`config.mk`:
```
export PLATFORM = sky130hd
export DESIGN_NAME = priority_interrupt_request_unit
export DESIGN_NICKNAME = d
export VERILOG_FILES = /design/src/verilog/irq_prio_pkg.sv /design/src/verilog/priority_interrupt_request_unit.sv /design/src/verilog/irq_prio_pick.sv
export SDC_FILE = /design/constraint.sdc
export NUM_CORES = 1
export LEC_CHECK = 0
export ABC_CLOCK_PERIOD_IN_PS = 20000
export BUFFER_PORTS_ARGS = -buffer_cell sky130_fd_sc_hd__buf_2
export CORE_AREA = 2 2 108 84
export DETAILED_ROUTE_END_ITERATION = 7
export DIE_AREA = 0 0 110 86
export MAX_ROUTING_LAYER = met4
export PLACE_DENSITY_LB_ADDON = 0.2
export RECOVER_POWER = 25
export SLEW_MARGIN = 10
export SYNTH_ARGS = -nofsm -noshare
export SYNTH_HDL_FRONTEND = slang
export SYNTH_SLANG_ARGS = --single-unit
```
`constraint.sdc`:
```
create_clock -name clk_sys -period 20 [get_ports clk_sys]
set_clock_uncertainty 0.05 [all_clocks]
set_input_delay 4 -clock clk_sys [delete_from_list [all_inputs] [get_ports clk_sys]]
set_output_delay 4 -clock clk_sys [all_outputs]
set_load 0.05 [all_outputs]
```
`src/verilog/irq_prio_pkg.sv`:
```
package irq_prio_pkg;

  // --------------------------------------------------------------
  // Bus and register map (word index; byte address is index * 4)
  // --------------------------------------------------------------
  localparam int          ADDR_W      = 14;
  localparam logic [11:0] IDX_REQ_A   = 12'hFC0;
  localparam logic [11:0] IDX_EN_HI_A = 12'hFC1;
  localparam logic [11:0] IDX_EN_LO_A = 12'hFC2;
  localparam logic [11:0] IDX_REQ_B   = 12'hFC3;
  localparam logic [11:0] IDX_EN_HI_B = 12'hFC4;
  localparam logic [11:0] IDX_EN_LO_B = 12'hFC5;
  localparam logic [11:0] IDX_CTRL    = 12'hFC8;
  localparam logic [11:0] IDX_STATUS  = 12'hFC9;

  // --------------------------------------------------------------
  // Field layout and reset values
  // --------------------------------------------------------------
  localparam logic [7:0] REG_RESET   = 8'h00;
  localparam logic [7:0] BANK_A_MASK = 8'h79;
  localparam int         BIT_T1      = 6;
  localparam int         BIT_T0      = 5;
  localparam int         BIT_RX      = 4;
  localparam int         BIT_TX      = 3;
  localparam int         BIT_ADC     = 0;
  localparam int         CTRL_GIE    = 0;
  localparam int         CTRL_WDT_EN = 1;
  localparam int         STAT_REQ    = 7;

  // --------------------------------------------------------------
  // Sources and vector identities
  // --------------------------------------------------------------
  localparam int         NUM_SRC  = 13;
  localparam logic [4:0] VEC_WDT  = 5'h00;
  localparam logic [4:0] VEC_POSC = 5'h01;
  localparam logic [4:0] VEC_WOSC = 5'h02;
  localparam logic [4:0] VEC_ILL  = 5'h03;
  localparam logic [4:0] VEC_BASE = 5'h04;
  localparam logic [1:0] LVL_OFF  = 2'h0;
  localparam logic [1:0] LVL_TOP  = 2'h3;

  typedef enum logic {ST_IDLE, ST_PRESENT} present_state_t;

  // Bit position in {bank_b, bank_a} of source slot 0..12 (slot 0 ranks first)
  function automatic logic [3:0] src_pos(input logic [3:0] slot);
    unique case (slot)
      4'h0:    src_pos = 4'h6;
      4'h1:    src_pos = 4'h5;
      4'h2:    src_pos = 4'h4;
      4'h3:    src_pos = 4'h3;
      4'h4:    src_pos = 4'h0;
      default: src_pos = 4'(5'd20 - {1'b0, slot});
    endcase
  endfunction : src_pos

endpackage : irq_prio_pkg

```
`src/verilog/priority_interrupt_request_unit.sv`:
```
`timescale 1ns/1ps
`default_nettype none
module priority_interrupt_request_unit
  import irq_prio_pkg::*;
(
  // Clock and reset
  input  wire logic                clk_sys,
  input  wire logic                reset_n,
  // APB slave
  input  wire logic                psel,
  input  wire logic                penable,
  input  wire logic                pwrite,
  input  wire logic [ADDR_W-1:0]   paddr,
  input  wire logic [31:0]         pwdata,
  output logic                     pready,
  output logic                     pslverr,
  output logic [31:0]              prdata,
  // Ordinary source pulses
  input  wire logic                timer_one_request,
  input  wire logic                timer_zero_request,
  input  wire logic                serial_rx_request,
  input  wire logic                serial_tx_request,
  input  wire logic                converter_request,
  input  wire logic                pin7_or_lowvolt_request,
  input  wire logic                pin6_or_comparator_request,
  input  wire logic [5:0]          port_a_pin_request,
  // Top rank sources
  input  wire logic                watchdog_level,
  input  wire logic                primary_osc_fail,
  input  wire logic                watchdog_osc_fail,
  input  wire logic                illegal_instruction,
  // Processor core
  output logic                     irq_req,
  output logic [4:0]               irq_vector,
  input  wire logic                irq_ack
);

  // --------------------------------------------------------------
  // Storage
  // --------------------------------------------------------------
  logic [7:0]     req_a_reg, req_a_next;
  logic [7:0]     req_b_reg, req_b_next;
  logic [7:0]     en_hi_a_reg, en_lo_a_reg, en_hi_b_reg, en_lo_b_reg;
  logic [1:0]     ctrl_reg, ctrl_next;
  logic [2:0]     trap_reg, trap_next;
  logic [4:0]     vec_reg;
  logic [31:0]    prdata_reg, rd_next;
  present_state_t state_reg, state_next;

  // --------------------------------------------------------------
  // Bus decode
  // --------------------------------------------------------------
  logic [11:0] idx;
  logic        setup_rd, acc_wr, mapped;
  logic        wr_req_a, wr_req_b, wr_ctrl;
  logic [7:0]  wbyte;

  assign idx      = paddr[ADDR_W-1:2];
  assign setup_rd = psel && !penable && !pwrite;
  assign acc_wr   = psel && penable && pwrite && pready && mapped;
  assign wbyte    = pwdata[7:0];
  assign mapped   = (idx == IDX_REQ_A) || (idx == IDX_REQ_B) || (idx == IDX_EN_HI_A)
                 || (idx == IDX_EN_LO_A) || (idx == IDX_EN_HI_B) || (idx == IDX_EN_LO_B)
                 || (idx == IDX_CTRL) || (idx == IDX_STATUS);
  assign wr_req_a = acc_wr && idx == IDX_REQ_A;
  assign wr_req_b = acc_wr && idx == IDX_REQ_B;
  assign wr_ctrl  = acc_wr && idx == IDX_CTRL;
  assign pready   = 1'b1;
  assign pslverr  = psel && penable && !mapped;
  assign prdata   = prdata_reg;

  always_comb begin
    rd_next = 32'h0000_0000;
    unique case (idx)
      IDX_REQ_A:   rd_next[7:0] = req_a_reg;
      IDX_REQ_B:   rd_next[7:0] = req_b_reg;
      IDX_EN_HI_A: rd_next[7:0] = en_hi_a_reg;
      IDX_EN_LO_A: rd_next[7:0] = en_lo_a_reg;
      IDX_EN_HI_B: rd_next[7:0] = en_hi_b_reg;
      IDX_EN_LO_B: rd_next[7:0] = en_lo_b_reg;
      IDX_CTRL:    rd_next[1:0] = ctrl_reg;
      IDX_STATUS:  rd_next[7:0] = {irq_req, 2'b00, vec_reg};
      default:     rd_next = 32'h0000_0000;
    endcase
  end

  // --------------------------------------------------------------
  // Enable registers
  // --------------------------------------------------------------
  always_ff @(posedge clk_sys or negedge reset_n) begin
    if (!reset_n) begin
      en_hi_a_reg <= REG_RESET;
      en_lo_a_reg <= REG_RESET;
      en_hi_b_reg <= REG_RESET;
      en_lo_b_reg <= REG_RESET;
    end else begin
      if (acc_wr && idx == IDX_EN_HI_A) en_hi_a_reg <= wbyte & BANK_A_MASK;
      if (acc_wr && idx == IDX_EN_LO_A) en_lo_a_reg <= wbyte & BANK_A_MASK;
      if (acc_wr && idx == IDX_EN_HI_B) en_hi_b_reg <= wbyte;
      if (acc_wr && idx == IDX_EN_LO_B) en_lo_b_reg <= wbyte;
    end
  end

  // --------------------------------------------------------------
  // Source ranking
  // --------------------------------------------------------------
  logic [15:0]          req_all, en_hi_all, en_lo_all;
  logic [NUM_SRC-1:0]   pend;
  logic [2*NUM_SRC-1:0] lvl;
  logic                 found;
  logic [3:0]           slot;

  assign req_all   = {req_b_reg, req_a_reg};
  assign en_hi_all = {en_hi_b_reg, en_hi_a_reg};
  assign en_lo_all = {en_lo_b_reg, en_lo_a_reg};

  always_comb begin
    for (int i = 0; i < NUM_SRC; i++) begin
      pend[i]        = req_all[src_pos(4'(i))];
      lvl[2*i +: 2]  = {en_hi_all[src_pos(4'(i))], en_lo_all[src_pos(4'(i))]};
    end
  end

  irq_prio_pick u_pick (
    .clk_sys (clk_sys),
    .reset_n (reset_n),
    .pend    (pend),
    .lvl     (lvl),
    .found   (found),
    .slot    (slot)
  );

  // Top rank sources ahead of any configurable one
  logic       wdt_hit, any_win;
  logic [4:0] win_vec;

  assign wdt_hit = watchdog_level && ctrl_reg[CTRL_WDT_EN];
  assign any_win = wdt_hit || (|trap_reg) || found;
  assign win_vec = wdt_hit     ? VEC_WDT  :
                   trap_reg[0] ? VEC_POSC :
                   trap_reg[1] ? VEC_WOSC :
                   trap_reg[2] ? VEC_ILL  :
                   VEC_BASE + {1'b0, slot};

  // --------------------------------------------------------------
  // Presentation to the core
  // --------------------------------------------------------------
  logic        take_ack, ack_ord;
  logic [3:0]  ack_slot;
  logic [15:0] ack_clr;

  assign take_ack = state_reg == ST_PRESENT && irq_ack;
  assign ack_ord  = take_ack && vec_reg >= VEC_BASE;
  assign ack_slot = 4'(vec_reg - VEC_BASE);
  assign ack_clr  = ack_ord ? (16'h0001 << src_pos(ack_slot)) : 16'h0000;
  assign irq_req  = state_reg == ST_PRESENT;
  assign irq_vector = vec_reg;

  always_comb begin
    state_next = state_reg;
    unique case (state_reg)
      ST_IDLE:    if (ctrl_reg[CTRL_GIE] && any_win) state_next = ST_PRESENT;
      ST_PRESENT: if (take_ack || !ctrl_reg[CTRL_GIE]) state_next = ST_IDLE;
    endcase
  end

  always_ff @(posedge clk_sys or negedge reset_n) begin
    if (!reset_n) begin
      state_reg <= ST_IDLE;
      vec_reg   <= VEC_WDT;
    end else begin
      state_reg <= state_next;
      if (state_reg == ST_IDLE) vec_reg <= win_vec;
    end
  end

  // --------------------------------------------------------------
  // Request registers, traps and control
  // --------------------------------------------------------------
  logic [7:0] pulse_a, pulse_b;

  assign pulse_a = {1'b0, timer_one_request, timer_zero_request, serial_rx_request,
                    serial_tx_request, 2'b00, converter_request};
  assign pulse_b = {pin7_or_lowvolt_request, pin6_or_comparator_request,
                    port_a_pin_request};

  // Pulse wins over an acknowledge or a write in the same cycle
  assign req_a_next = (wr_req_a ? (wbyte & BANK_A_MASK)
                                : (req_a_reg & ~ack_clr[7:0])) | pulse_a;
  assign req_b_next = (wr_req_b ? wbyte : (req_b_reg & ~ack_clr[15:8])) | pulse_b;

  assign trap_next = (trap_reg & ~({3{take_ack}} & {vec_reg == VEC_ILL,
                                                    vec_reg == VEC_WOSC,
                                                    vec_reg == VEC_POSC}))
                   | {illegal_instruction, watchdog_osc_fail, primary_osc_fail};

  assign ctrl_next = {wr_ctrl ? wbyte[CTRL_WDT_EN] : ctrl_reg[CTRL_WDT_EN],
                      (wr_ctrl ? wbyte[CTRL_GIE] : ctrl_reg[CTRL_GIE]) && !take_ack};

  always_ff @(posedge clk_sys or negedge reset_n) begin
    if (!reset_n) begin
      req_a_reg  <= REG_RESET;
      req_b_reg  <= REG_RESET;
      trap_reg   <= 3'b000;
      ctrl_reg   <= 2'b00;
      prdata_reg <= 32'h0000_0000;
    end else begin
      req_a_reg  <= req_a_next;
      req_b_reg  <= req_b_next;
      trap_reg   <= trap_next;
      ctrl_reg   <= ctrl_next;
      if (setup_rd) prdata_reg <= rd_next;
    end
  end
endmodule : priority_interrupt_request_unit
`default_nettype wire

```
`src/verilog/irq_prio_pick.sv`:
```
`timescale 1ns/1ps
`default_nettype none
module irq_prio_pick
  import irq_prio_pkg::*;
(
  // Clock for checks
  input  wire logic                   clk_sys,
  input  wire logic                   reset_n,
  // Pending sources in fixed rank order and their two-bit levels
  input  wire logic [NUM_SRC-1:0]     pend,
  input  wire logic [2*NUM_SRC-1:0]   lvl,
  // Winner
  output logic                        found,
  output logic [3:0]                  slot
);

  logic [1:0] best_lvl;

  // Scan from last to first so an earlier slot wins a tie
  always_comb begin
    found    = 1'b0;
    slot     = 4'h0;
    best_lvl = LVL_OFF;
    for (int i = NUM_SRC - 1; i >= 0; i--) begin
      if (pend[i] && lvl[2*i +: 2] != LVL_OFF && lvl[2*i +: 2] >= best_lvl) begin
        found    = 1'b1;
        slot     = 4'(i);
        best_lvl = lvl[2*i +: 2];
      end
    end
  end

  // --------------------------------------------------------------
  // Checks
  // --------------------------------------------------------------
  logic any_top;
  assign any_top = |(pend & {lvl[24], lvl[22], lvl[20], lvl[18], lvl[16], lvl[14], lvl[12],
                             lvl[10], lvl[8], lvl[6], lvl[4], lvl[2], lvl[0]}
                          & {lvl[25], lvl[23], lvl[21], lvl[19], lvl[17], lvl[15], lvl[13],
                             lvl[11], lvl[9], lvl[7], lvl[5], lvl[3], lvl[1]});
endmodule : irq_prio_pick
`default_nettype wire

```
## After elaboration in Yosys (flattened, before gate mapping)

Index checks and enable logic that the tools add are counted.

- Flip-flop bits (word level): 61
- Latch bits: 0
- Memory bits (writable): 0
- ROM bits: 0
- Logic and storage cells: 182
- Memories: 0

- Add/subtract/negate cells: 3
- Multiply operators: 0
- Divide/modulo/power cells: 0
- $lt $le $gt $ge: 14
- Eq/ne operators: 15
- Shift operators: 1
- Muxes and demuxes: 52
- Bitwise operators: 11
- Reductions and logical operators: 74

Operators with widths:

| operator | number |
|---|---|
| $eq A12 B12 Y1 const B | 8 |
| $mux W4 | 13 |
| $logic_and A1 B1 Y1 | 44 |
| $pmux W6 S7 | 1 |
| $reduce_bool A2 Y1 | 13 |
| $ge A2 B2 Y1 | 12 |
| $mux W2 | 12 |
| $mux W5 | 4 |
| $pmux W4 S5 | 1 |
| $and A8 B8 Y8 | 2 |
| $mux W1 | 16 |
| $mux W16 | 1 |
| $mux W8 | 2 |
| $not A8 Y8 | 2 |
| $pmux W2 S8 | 1 |
| $shl A1 B4 Y16 const A | 1 |
| $eq A5 B2 Y1 const B | 2 |
| $logic_or A1 B1 Y1 | 10 |
| $eq A4 B2 Y1 const B | 2 |
| $or A8 B7 Y8 | 1 |
| $or A8 B8 Y8 | 1 |
| $and A3 B3 Y3 | 2 |
| $add A3 B4 Y5 const A | 1 |
| $eq A5 B1 Y1 const B | 1 |
| 13 further kinds | 17 |

## Depth between registers and ports, before layout

Gate-level depths: netlist of run 1.

- Depth after elaboration: 45
- Depth in mapped cells: 79
- Mapped depth without buffers: 79

## Hierarchy

A second synthesis of run 1 with hierarchy kept.

- Cells, all modules: 550
- Area, all modules: 4837.1 µm²

Modules (own cells, without submodules):

| module | instances | cells an instance | area each (µm²) | seq. area each (µm²) |
|---|---|---|---|---|
| priority_interrupt_request_unit | 1 | 350 | 3539.6 | 1526.5 |
| irq_prio_pick | 1 | 200 | 1297.5 | 0.0 |

## Worst setup path before layout of run 1

Ideal clock, no wire load.

- Path kind: register to register
- From: register req_b_reg[0]
- To: register vec_reg[3] (netlist: irq_vector[3])
- Setup time: 121 ps
- Arrival time: 14106 ps
- Setup slack: 5723 ps
- Cell stages (with the launch flop): 78
- Buffers on the path: 0
- Clock period less this slack: 14277 ps
- Cells stage by stage: dfrtp_1 -> nand2_1 -> inv_1 -> ha_1 -> or3b_1 -> and3_1 -> o21ai_0 -> ha_1 -> nand2b_1 -> maj3_1 -> a21o_1 -> ha_1 -> nand2b_1 -> a21oi_1 -> a21oi_1 -> a22o_1 -> a221oi_2 -> a21oi_1 -> [42 not listed] -> nand3b_1 -> nor2_1 -> a21oi_1 -> ha_1 -> nand2b_1 -> a21oi_1 -> nor2b_1 -> nand2_1 -> a32oi_1 -> o21ai_1 -> ha_1 -> nand2b_1 -> a21oi_1 -> o21bai_1 -> nand4bb_1 -> a31oi_1 -> ha_1 -> a22o_1

- Longest elaborated chain between the ends: 44
- Elaborated cells between the ends (all ways): 56

RTL lines:

| item | RTL line | text |
|---|---|---|
| from (decl) | priority_interrupt_request_unit.sv:42 | `logic [7:0] req_b_reg, req_b_next;` |
| from (signal assigned) | priority_interrupt_request_unit.sv:209 | `req_b_reg <= req_b_next;` |
| $logic_and A1 B1 Y1 * (2 in a row) | irq_prio_pick.sv:25 | `if (pend[i] && lvl[2*i +: 2] != LVL_OFF && lvl[2*i +: 2] >= best_lvl) begin` |
| $mux W2 | irq_prio_pick.sv:25 |  |
| $ge A2 B2 Y1 | irq_prio_pick.sv:25 |  |
| $logic_and A1 B1 Y1 | irq_prio_pick.sv:25 |  |
| $mux W2 | irq_prio_pick.sv:25 |  |
| $ge A2 B2 Y1 | irq_prio_pick.sv:25 |  |
| $logic_and A1 B1 Y1 | irq_prio_pick.sv:25 |  |
| $mux W2 | irq_prio_pick.sv:25 |  |
| [27 not listed] | - |  |
| $ge A2 B2 Y1 | irq_prio_pick.sv:25 |  |
| $logic_and A1 B1 Y1 | irq_prio_pick.sv:25 |  |
| $mux W4 * | irq_prio_pick.sv:25 |  |
| $add A3 B4 Y5 * | priority_interrupt_request_unit.sv:143 | `VEC_BASE + {1'b0, slot};` |
| $mux W5 * | priority_interrupt_request_unit.sv:142 | `trap_reg[2] ? VEC_ILL :` |
| $mux W5 * | priority_interrupt_request_unit.sv:141 | `trap_reg[1] ? VEC_WOSC :` |
| $mux W5 * | priority_interrupt_request_unit.sv:140 | `trap_reg[0] ? VEC_POSC :` |
| $mux W5 * | priority_interrupt_request_unit.sv:139 | `assign win_vec = wdt_hit ? VEC_WDT :` |
| to (signal assigned) | priority_interrupt_request_unit.sv:173 | `if (state_reg == ST_IDLE) vec_reg <= win_vec;` |
| to (decl) | priority_interrupt_request_unit.sv:46 | `logic [4:0] vec_reg;` |

Mark *: on every way between the ends. The rest lies on a longest branch, timed or not.
A chain may end at the register's enable or synchronous reset.

## Worst setup path after layout of run 1

Ends and elaborated chain as after synthesis.

==> metrics.md, run 1 <==
| Metric | Value |
|---|---|
| Hold path endpoint | `req_a_reg[7]` |
| Sequential power share | `43.4%` |
| Outcome | `complete, but fails checks` |
| Post-synthesis cell type count | `70` |
| Die span in x | `110 um` |
| Sequential fraction of the synthesis area | `34.1%` |
| Worst R2R Setup Slack | `3580 ps` |
| Post-Route Setup TNS | `0 ps` |
| H-tree depth | `3` |
| Max-cap violations | `1` |
| Hold path cells | `2` |
| Setup Buffers After CTS | `0` |
| Initial DRC Count | `350` |
| Slew Limit Fails | `62` |
| WL/cell | `19.1 um` |
| CTS resizes | `0` |
| Via count | `4159` |
| Worst R2R Path Depth | `79` |
| Peak Freq | `60.9 MHz` |
| Pwr/cell area | `58.7 nW/um^2` |
| Setup-failing EPs final | `0` |
| CP max-delay cell | `dfrtp_1` |
| CTS sink count | `61` |
| Largest net degree at the start of global routing | `62` |
| Post-Syn Area | `4480 um^2` |
| #FFs+latches synth | `61` |
| Placed Cells | `666` |
| Final #Nets | `661` |
| Lkg Pwr | `2.34 nW` |
| Warnings, synthesis | `0` |
| Post-route antenna net violation count | `0` |
| Antenna violations before repair | `0` |
| IO Pins | `109` |
| Power share of the clock group | `43.8%` |
| Hold Fails Final Rpt | `0` |
| Layout cells sized above 1 | `18.5%` |
| IR drop worst, VDD | `0.0522 mV` |
| Largest fanout on the critical path | `6` |
| Async SR Flop Fraction | `100%` |
| CP most frequent cell | `ha_1` |
| Crit end category | `register` |
| First-pass GRT wire length | `20800 um` |
| Grt ovf | `0` |
| Comb power frac | `12.8%` |
| Avg Inst Size Synth | `8.78 um^2` |
| Global Route Usage Sum | `30.2%` |
| Mapped Cells | `510` |
| R2R Path End | `irq_vector[3]` |
| Most common cell after layout, fill and taps aside | `nand2_1` |
| Min cycle time layout | `16420 ps` |
| Hold-fix buffers, CTS | `0` |
| Clock tree buffer depth | `2` |
| Cts bufs inserted | `9` |
| Die height | `86 um` |
| Slew HR | `-120%` |
| Top_reg_cell synth | `dfrtp_1` |
| Fin cells | `682` |
| CTS tree | `yes` |
| Die Area | `9460 um^2` |
| Most frequent cells in the layout | `nand2_1 (71), dfrtp_1 (61), buf_2 (57), a21oi_1 (35), nor2_1 (30)` |
| Vias in the first global route | `4046` |
| Root Buffer | `clkbuf_8` |
| Critical path type | `reg2reg` |
| Hpwl dp | `10000 um` |
| Failing checks | `capacitance limit, slew limit` |
| Slew @ Worst Pin | `3300 ps` |
| Antenna Cells | `0` |
| Std-Cell Rows | `29` |
| PortBufs | `57` |
| Clock-pin slew on the worst setup and hold paths | `70 ps` |
| Vias per cell | `6.10` |
| Starting density of the core | `53.9%` |
| Max stage delay on crit path | `420 ps` |
| P_sw | `0.0834 mW` |
| Core ar. | `8310 um^2` |
| First drt pass iteration count | `5` |
| Post-route DRC violation count | `0` |
| Final Cycle Share | `82.1%` |
| RSZ-0062 raised after global routing | `false` |
| Int Pwr | `0.210 mW` |
| Area growth from synthesis to layout | `11.8%` |
| WP data arrival | `16600 ps` |
| Worst skew pair latency | `360 ps` |
| Switch share | `28.4%` |
| R2R Path Start | `req_b_reg[0]` |
| WP data required | `20190 ps` |
| Hold Path Class | `reg2reg` |
| CP Launch Type | `register` |
| Post-synth EDFFs | `0` |
| Placer Congestion | `0.971` |
| Final WL | `13000 um` |
| Hold Startpoint | `req_a_reg[7]` |
-- critical path, delay by kind of cell (launching register included) --
family | cells | cell delay, ps
flip-flops | 1 | 420
multiplexers | 1 | 390
AO/OA/AOI/OAI | 35 | 7040
AND/OR/NAND/NOR | 26 | 4650
buffers and inverters | 4 | 320
adder cells (fa/ha/maj) | 13 | 3430
-- metal layers --
metal  vias to the layer above  share of wire [%]  global-route usage, %
met5                         -                  0                      -
met4                         0                2.0                   10.2
met3                        22                9.8                   6.99
met2                       210                 43                   44.0
met1                      1964                 45                   41.3
li1                       1963                  -                      -
-- final cells by class --
| class | count | area (um^2) |
|---|---|---|
| clock buffers | 12 | 155 |
| clock inverters | 4 | 70.1 |
| fillers | 743 | 3310 |
| inverters | 28 | 108 |
| multi-input cells | 410 | 2710 |
| flip-flops and latches | 61 | 1530 |
| well taps | 108 | 135 |
| repair buffers | 59 | 297 |
-- logic make-up after synthesis --
kind of cell | after synthesis | synth area share, %
AO/OA/AOI/OAI | 151 | 24.3
flip-flops | 61 | 34.1
other | 2 | 0.168
adder cells (fa/ha/maj) | 25 | 6.88
buffers and inverters | 62 | 7.35
AND/OR/NAND/NOR | 179 | 19.9
multiplexers | 29 | 7.13
XOR/XNOR | 1 | 0.196
-- synth_stat cells (10+ instances only) --
library cell	instances	area share (%)
mux2_2	21	5.3
a21oi_1	35	3.9
inv_1	27	2.3
nor2_1	30	2.5
and3_1	10	1.4
a22oi_1	11	1.8
and2_1	11	1.5
buf_4	25	4.2
nand2b_1	11	1.5
ha_1	23	6.4
dfrtp_1	61	34
o21ai_0	15	1.7
a31oi_1	10	1.4
o21ai_1	10	1.1
nand2_1	71	6.0
nand3_1	13	1.5
-- how the worst max path moves through the flow --
| stage | startpoint | end | slack (ps) | cells past startpoint |
|---|---|---|---|---|
| floorplan | req_b_reg[0] | irq_vector[3] | 5720 | 77 |
| global placement | req_b_reg[0] | irq_vector[3] | 4150 | 79 |
| detailed placement | req_b_reg[0] | irq_vector[3] | 3790 | 79 |
| CTS | req_b_reg[0] | irq_vector[3] | 3690 | 79 |
| global route | req_b_reg[0] | irq_vector[3] | 2350 | 79 |
| finish | req_b_reg[0] | irq_vector[3] | 3580 | 79 |
-- power groups by stage --
stage               sequential (mW)  clock [mW]  combinational, mW
floorplan                     0.139           0             0.0199
global route                  0.128       0.134             0.0405
CTS                           0.127       0.129             0.0379
detailed placement            0.130           0             0.0377
global placement              0.130           0             0.0374
finish                        0.127       0.129             0.0377
-- per-stage QoR --
step                      total power [mW]  utilization [%]  hold WS, ps  cell area, um^2  setup slack, ps
after detailed placement             0.167             57.6          441             4780             3790
after global routing                 0.302             60.2          494             5000             2350
after global placement               0.167             57.6          437             4780             4150
after CTS                            0.295             60.3          456             5010             3690
final                                0.294             60.2          454             5000             3580
after floorplan                      0.159                -          422             4560             5720
(Power assumes the default switching activity.)
==> run 2: changes to the inputs <==
--- a/config.mk
+++ b/config.mk
@@ -5,11 +5,12 @@
 export SDC_FILE = /design/constraint.sdc
 export NUM_CORES = 1
 export LEC_CHECK = 0
-export ABC_CLOCK_PERIOD_IN_PS = 20000
+export ABC_AREA = 1
+export ABC_CLOCK_PERIOD_IN_PS = 13980
 export BUFFER_PORTS_ARGS = -buffer_cell sky130_fd_sc_hd__buf_2
-export CORE_AREA = 2 2 108 84
+export CORE_AREA = 2 2 114 88
 export DETAILED_ROUTE_END_ITERATION = 7
-export DIE_AREA = 0 0 110 86
+export DIE_AREA = 0 0 116 90
 export MAX_ROUTING_LAYER = met4
 export PLACE_DENSITY_LB_ADDON = 0.2
 export RECOVER_POWER = 25
==> constraint.sdc (replaced) <==
create_clock -name clk_sys -period 13.98 [get_ports clk_sys]
set_clock_uncertainty 0.05 [all_clocks]
set_input_delay 2.796 -clock clk_sys [delete_from_list [all_inputs] [get_ports clk_sys]]
set_output_delay 2.796 -clock clk_sys [all_outputs]
set_load 0.05 [all_outputs]
==> run 2 against run 1 <==
The run still ends with capacitance limit, slew limit left. Final cell count is 19% higher. Critical path depth is 11 higher. Clock-buffer cell count stayed put. First-iteration DRC count is 1.7% lower. Area after synthesis stayed put. Utilization is 6.0 points lower. Die area is 10% higher. Fmax is 32% higher. Worst hold slack worse by 16 ps. Final area is 1.8% higher. Critical path type unchanged. Critical endpoint unchanged.
==> metrics.md, run 2 <==
| Metric | Value |
|---|---|
| Outcome | `complete, but fails checks` |
| Failing checks | `capacitance limit, slew limit` |
| Top Metal Used | `met4` |
| Initial DRC Count | `344 (-1.7%)` |
| Min cycle time layout | `12460 ps (-3950 ps)` |
| Adder-Cell Fraction of Synth Area | `6.43% (-0.45 points)` |
| Most common cell after layout, fill and taps aside | `nand2_1` |
| #FFs+latches synth | `61 (unchanged)` |
| Std-Cell Rows | `31 (+6.9%)` |
| Post-synth top cells | `nand2_1 (146), inv_1 (98), dfrtp_1 (61), o21ai_0 (51), nor2_1 (49)` |
| Pwr/cell area | `88.6 nW/um^2 (+51%)` |
| Post-Route Setup TNS | `0 ps (unchanged)` |
| Xor/xnor share of the synthesized area | `0.391% (+0.20 points)` |
| Hold-fix buffers, CTS | `0 (unchanged)` |
| Filler cell count | `960 (+29%)` |
| Peak Freq | `80.2 MHz (+32%)` |
| Most frequent cells in the layout | `nand2_1 (146), inv_1 (98), dfrtp_1 (61), buf_2 (57), o21ai_0 (51)` |
| Layout cells sized above 1 | `14.7% (-3.7 points)` |
| Hold Path Class | `reg2reg` |
| RSZ-0062 raised after global routing | `false` |
| Post-synthesis simple-gate area fraction | `27.3% (+7.4 points)` |
| Post-synthesis cell type count | `50 (-29%)` |
| Mapped Cells | `612 (+20%)` |
| Max-cap violations | `1 (unchanged)` |
| Worst R2R Setup Slack | `1520 ps (-2070 ps)` |
| Via count | `4310 (+3.6%)` |
| Post-Syn Area | `4480 um^2 (unchanged)` |
| Post-route DRC violation count | `0 (unchanged)` |
| Slew @ Worst Pin | `3490 ps (+184 ps)` |
| WP data required | `14140 ps (-6050 ps)` |
| Setup Buffers After CTS | `0 (unchanged)` |
| Max stage delay on crit path | `420 ps (about the same)` |
| Top post-synthesis cells by area | `dfrtp_1 (34%), nand2_1 (12%), inv_1 (8.2%)` |
| WL/cell | `16.0 um (-16%)` |
| Clock tree buffer depth | `2 (unchanged)` |
| CP top delay family | `simple AND/OR/NAND/NOR gates` |
| Cell with the most instances after synthesis | `nand2_1` |
| Cts bufs inserted | `9 (unchanged)` |
| Synth area leader | `dfrtp_1` |
| Largest family of logic cells by synthesized area | `simple AND/OR/NAND/NOR gates` |
| Lkg Pwr | `2.58 nW (+9.9%)` |
| Global Route Usage Sum | `27.0% (-3.2 points)` |
| Antenna violations before repair | `0 (unchanged)` |
| Placer Congestion | `0.969 (-0.22%)` |
| IO Pins | `109 (unchanged)` |
| Mux cell area share after synthesis | `0.503% (-6.6 points)` |
| Async SR Flop Fraction | `100% (unchanged)` |
| Sequential fraction of the synthesis area | `34.1% (unchanged)` |
| WP data arrival | `12620 ps (-3980 ps)` |
| IR drop worst, VDD | `0.0590 mV (+13%)` |
| H-tree depth | `3 (unchanged)` |
| Die Area | `10400 um^2 (+10%)` |
| Area growth from synthesis to layout | `13.7%` |
| Final WL | `13000 um (-0.28%)` |
| Warnings, synthesis | `0 (unchanged)` |
| Die span in x | `116 um (+5.5%)` |
| Critical path startpoint | `req_b_reg[0]` |
| CTS tree | `yes` |
| Routed length on met3 | `945 um (-26%)` |
| DR WL met2 | `5590 um (-1.0%)` |
| Final #Nets | `768 (+16%)` |
| Root Buffer | `clkbuf_16` |
| Largest net degree at the start of global routing | `62 (unchanged)` |
| Starting density of the core | `47.7% (-6.2 points)` |
| CTS resizes | `0 (unchanged)` |
| CTS sink count | `61 (unchanged)` |
| WL met1 | `6270 um (+7.4%)` |
| Hold Startpoint | `en_lo_a_reg[5]` |
| Die height | `90 um (+4.7%)` |
| Antenna Cells | `0 (unchanged)` |
| Top_reg_cell synth | `dfrtp_1` |
| Largest fanout on the critical path | `5 (-1)` |
| R2R Path Start | `req_b_reg[0]` |
| CP most frequent cell | `nand2_1` |
| CP Launch Type | `register` |
| PortBufs | `57 (unchanged)` |
| Hpwl dp | `10100 um (+0.88%)` |
| Slew HR | `-133% (-12 points)` |
| Slew Limit Fails | `62 (unchanged)` |
| Post-route antenna net violation count | `0 (unchanged)` |
| Setup-failing EPs final | `0 (unchanged)` |
| Hold Fails Final Rpt | `0 (unchanged)` |
| First-pass GRT wire length | `21000 um (+1.2%)` |
| Avg Inst Size Synth | `7.32 um^2 (-17%)` |
| Critical path type | `reg2reg` |
| Synth top area share | `34.1% (unchanged)` |
| First drt pass iteration count | `5 (unchanged)` |
| Vias per cell | `5.31 (-13%)` |
| Vias in the first global route | `4096 (+1.2%)` |
| Final Util | `54.2% (-6.0 points)` |
| Compound-cell area share of the yosys netlist | `17.7% (-6.6 points)` |
| Final Cycle Share | `89.2% (+7.1 points)` |
| Worst skew pair latency | `330 ps (-30 ps)` |
| Crit end category | `register` |
| CP Buf/Inv Count | `12 (+8)` |
| Post-synth EDFFs | `0 (unchanged)` |
| Core ar. | `9390 um^2 (+13%)` |
| CP max-delay cell | `dfrtp_1` |
| Grt ovf | `0 (unchanged)` |
| Clock-pin slew on the worst setup and hold paths | `50 ps (-20 ps)` |
==> run 2: cell types whose count changed after synthesis, sizes merged, moves of 8 or more <==
cell,delta
nand2,+78
inv,+73
o21ai,+38
a21oi,-24
nand3,+22
nor2,+22
mux2,-21
a22oi,-11
nand2b,-11
and3,-9
and2,-8
==> run 2: worst paths after layout <==
kind	to	cells after the start
min in group asynchronous	trap_reg[2]	2
max in group asynchronous	en_hi_b_reg[4]	2
worst max register to register	irq_vector[3]	90
worst max-delay path	irq_vector[3]	90
worst min-delay path	en_lo_a_reg[5]	2
worst min register to register	en_lo_a_reg[5]	2
==> run 2: cell families after synthesis <==
logic type,after synthesis
flip-flops,61
other,2
buffers and inverters,131
XOR/XNOR,2
AND/OR/NAND/NOR,268
AO/OA/AOI/OAI,123
adder cells (fa/ha/maj),23
multiplexers,2
==> run 2: routing by layer <==
layer | GRT usage (%) | vias up
met5 | - | -
met4 | 7.24 | 0
met3 | 5.80 | 13
met2 | 37.8 | 174
met1 | 39.6 | 2016
li1 | - | 2107
==> run 2: worst min-delay path, stage by stage (launching register included) <==
cell and delay [ps]:
dfrtp_1 340, nand2_1 50, o21ai_0 60
==> run 2: through the flow <==
| step | setup slack (ps) | hold slack (ps) | cells | cell area (um^2) | power (mW) |
|---|---|---|---|---|---|
| 6_report | 1520 | 438 | 811 | 5090 | 0.451 |
| 3_5_place_dp | 1670 | 429 | 797 | 4810 | 0.235 |
| 4_1_cts | 1590 | 440 | 811 | 5090 | 0.454 |
| 2_1_floorplan | 3400 | 403 | 635 | 4560 | 0.223 |
| 3_3_place_gp | 1980 | 422 | 797 | 4810 | 0.235 |
| 5_1_grt | 280 | 459 | 811 | 5090 | 0.468 |
==> run 2: area by class of cell <==
type                       count  area [um^2]  share of cell area (%)
clock buffer                  12          246                    4.84
clock inverter                 2         35.0                   0.688
inverter                     102          384                    7.54
multi-input combinational    443         2440                    47.9
sequential                    61         1530                    30.0
tap                          132          165                    3.24
timing repair buffer          59          297                    5.82
==> run 2: power breakdown <==
group / internal (mW) / switching, mW / total [mW]
Combinational: 0.0112 / 0.0414 / 0.0527
Clock: 0.141 / 0.0779 / 0.218
Sequential: 0.178 / 0.00156 / 0.180
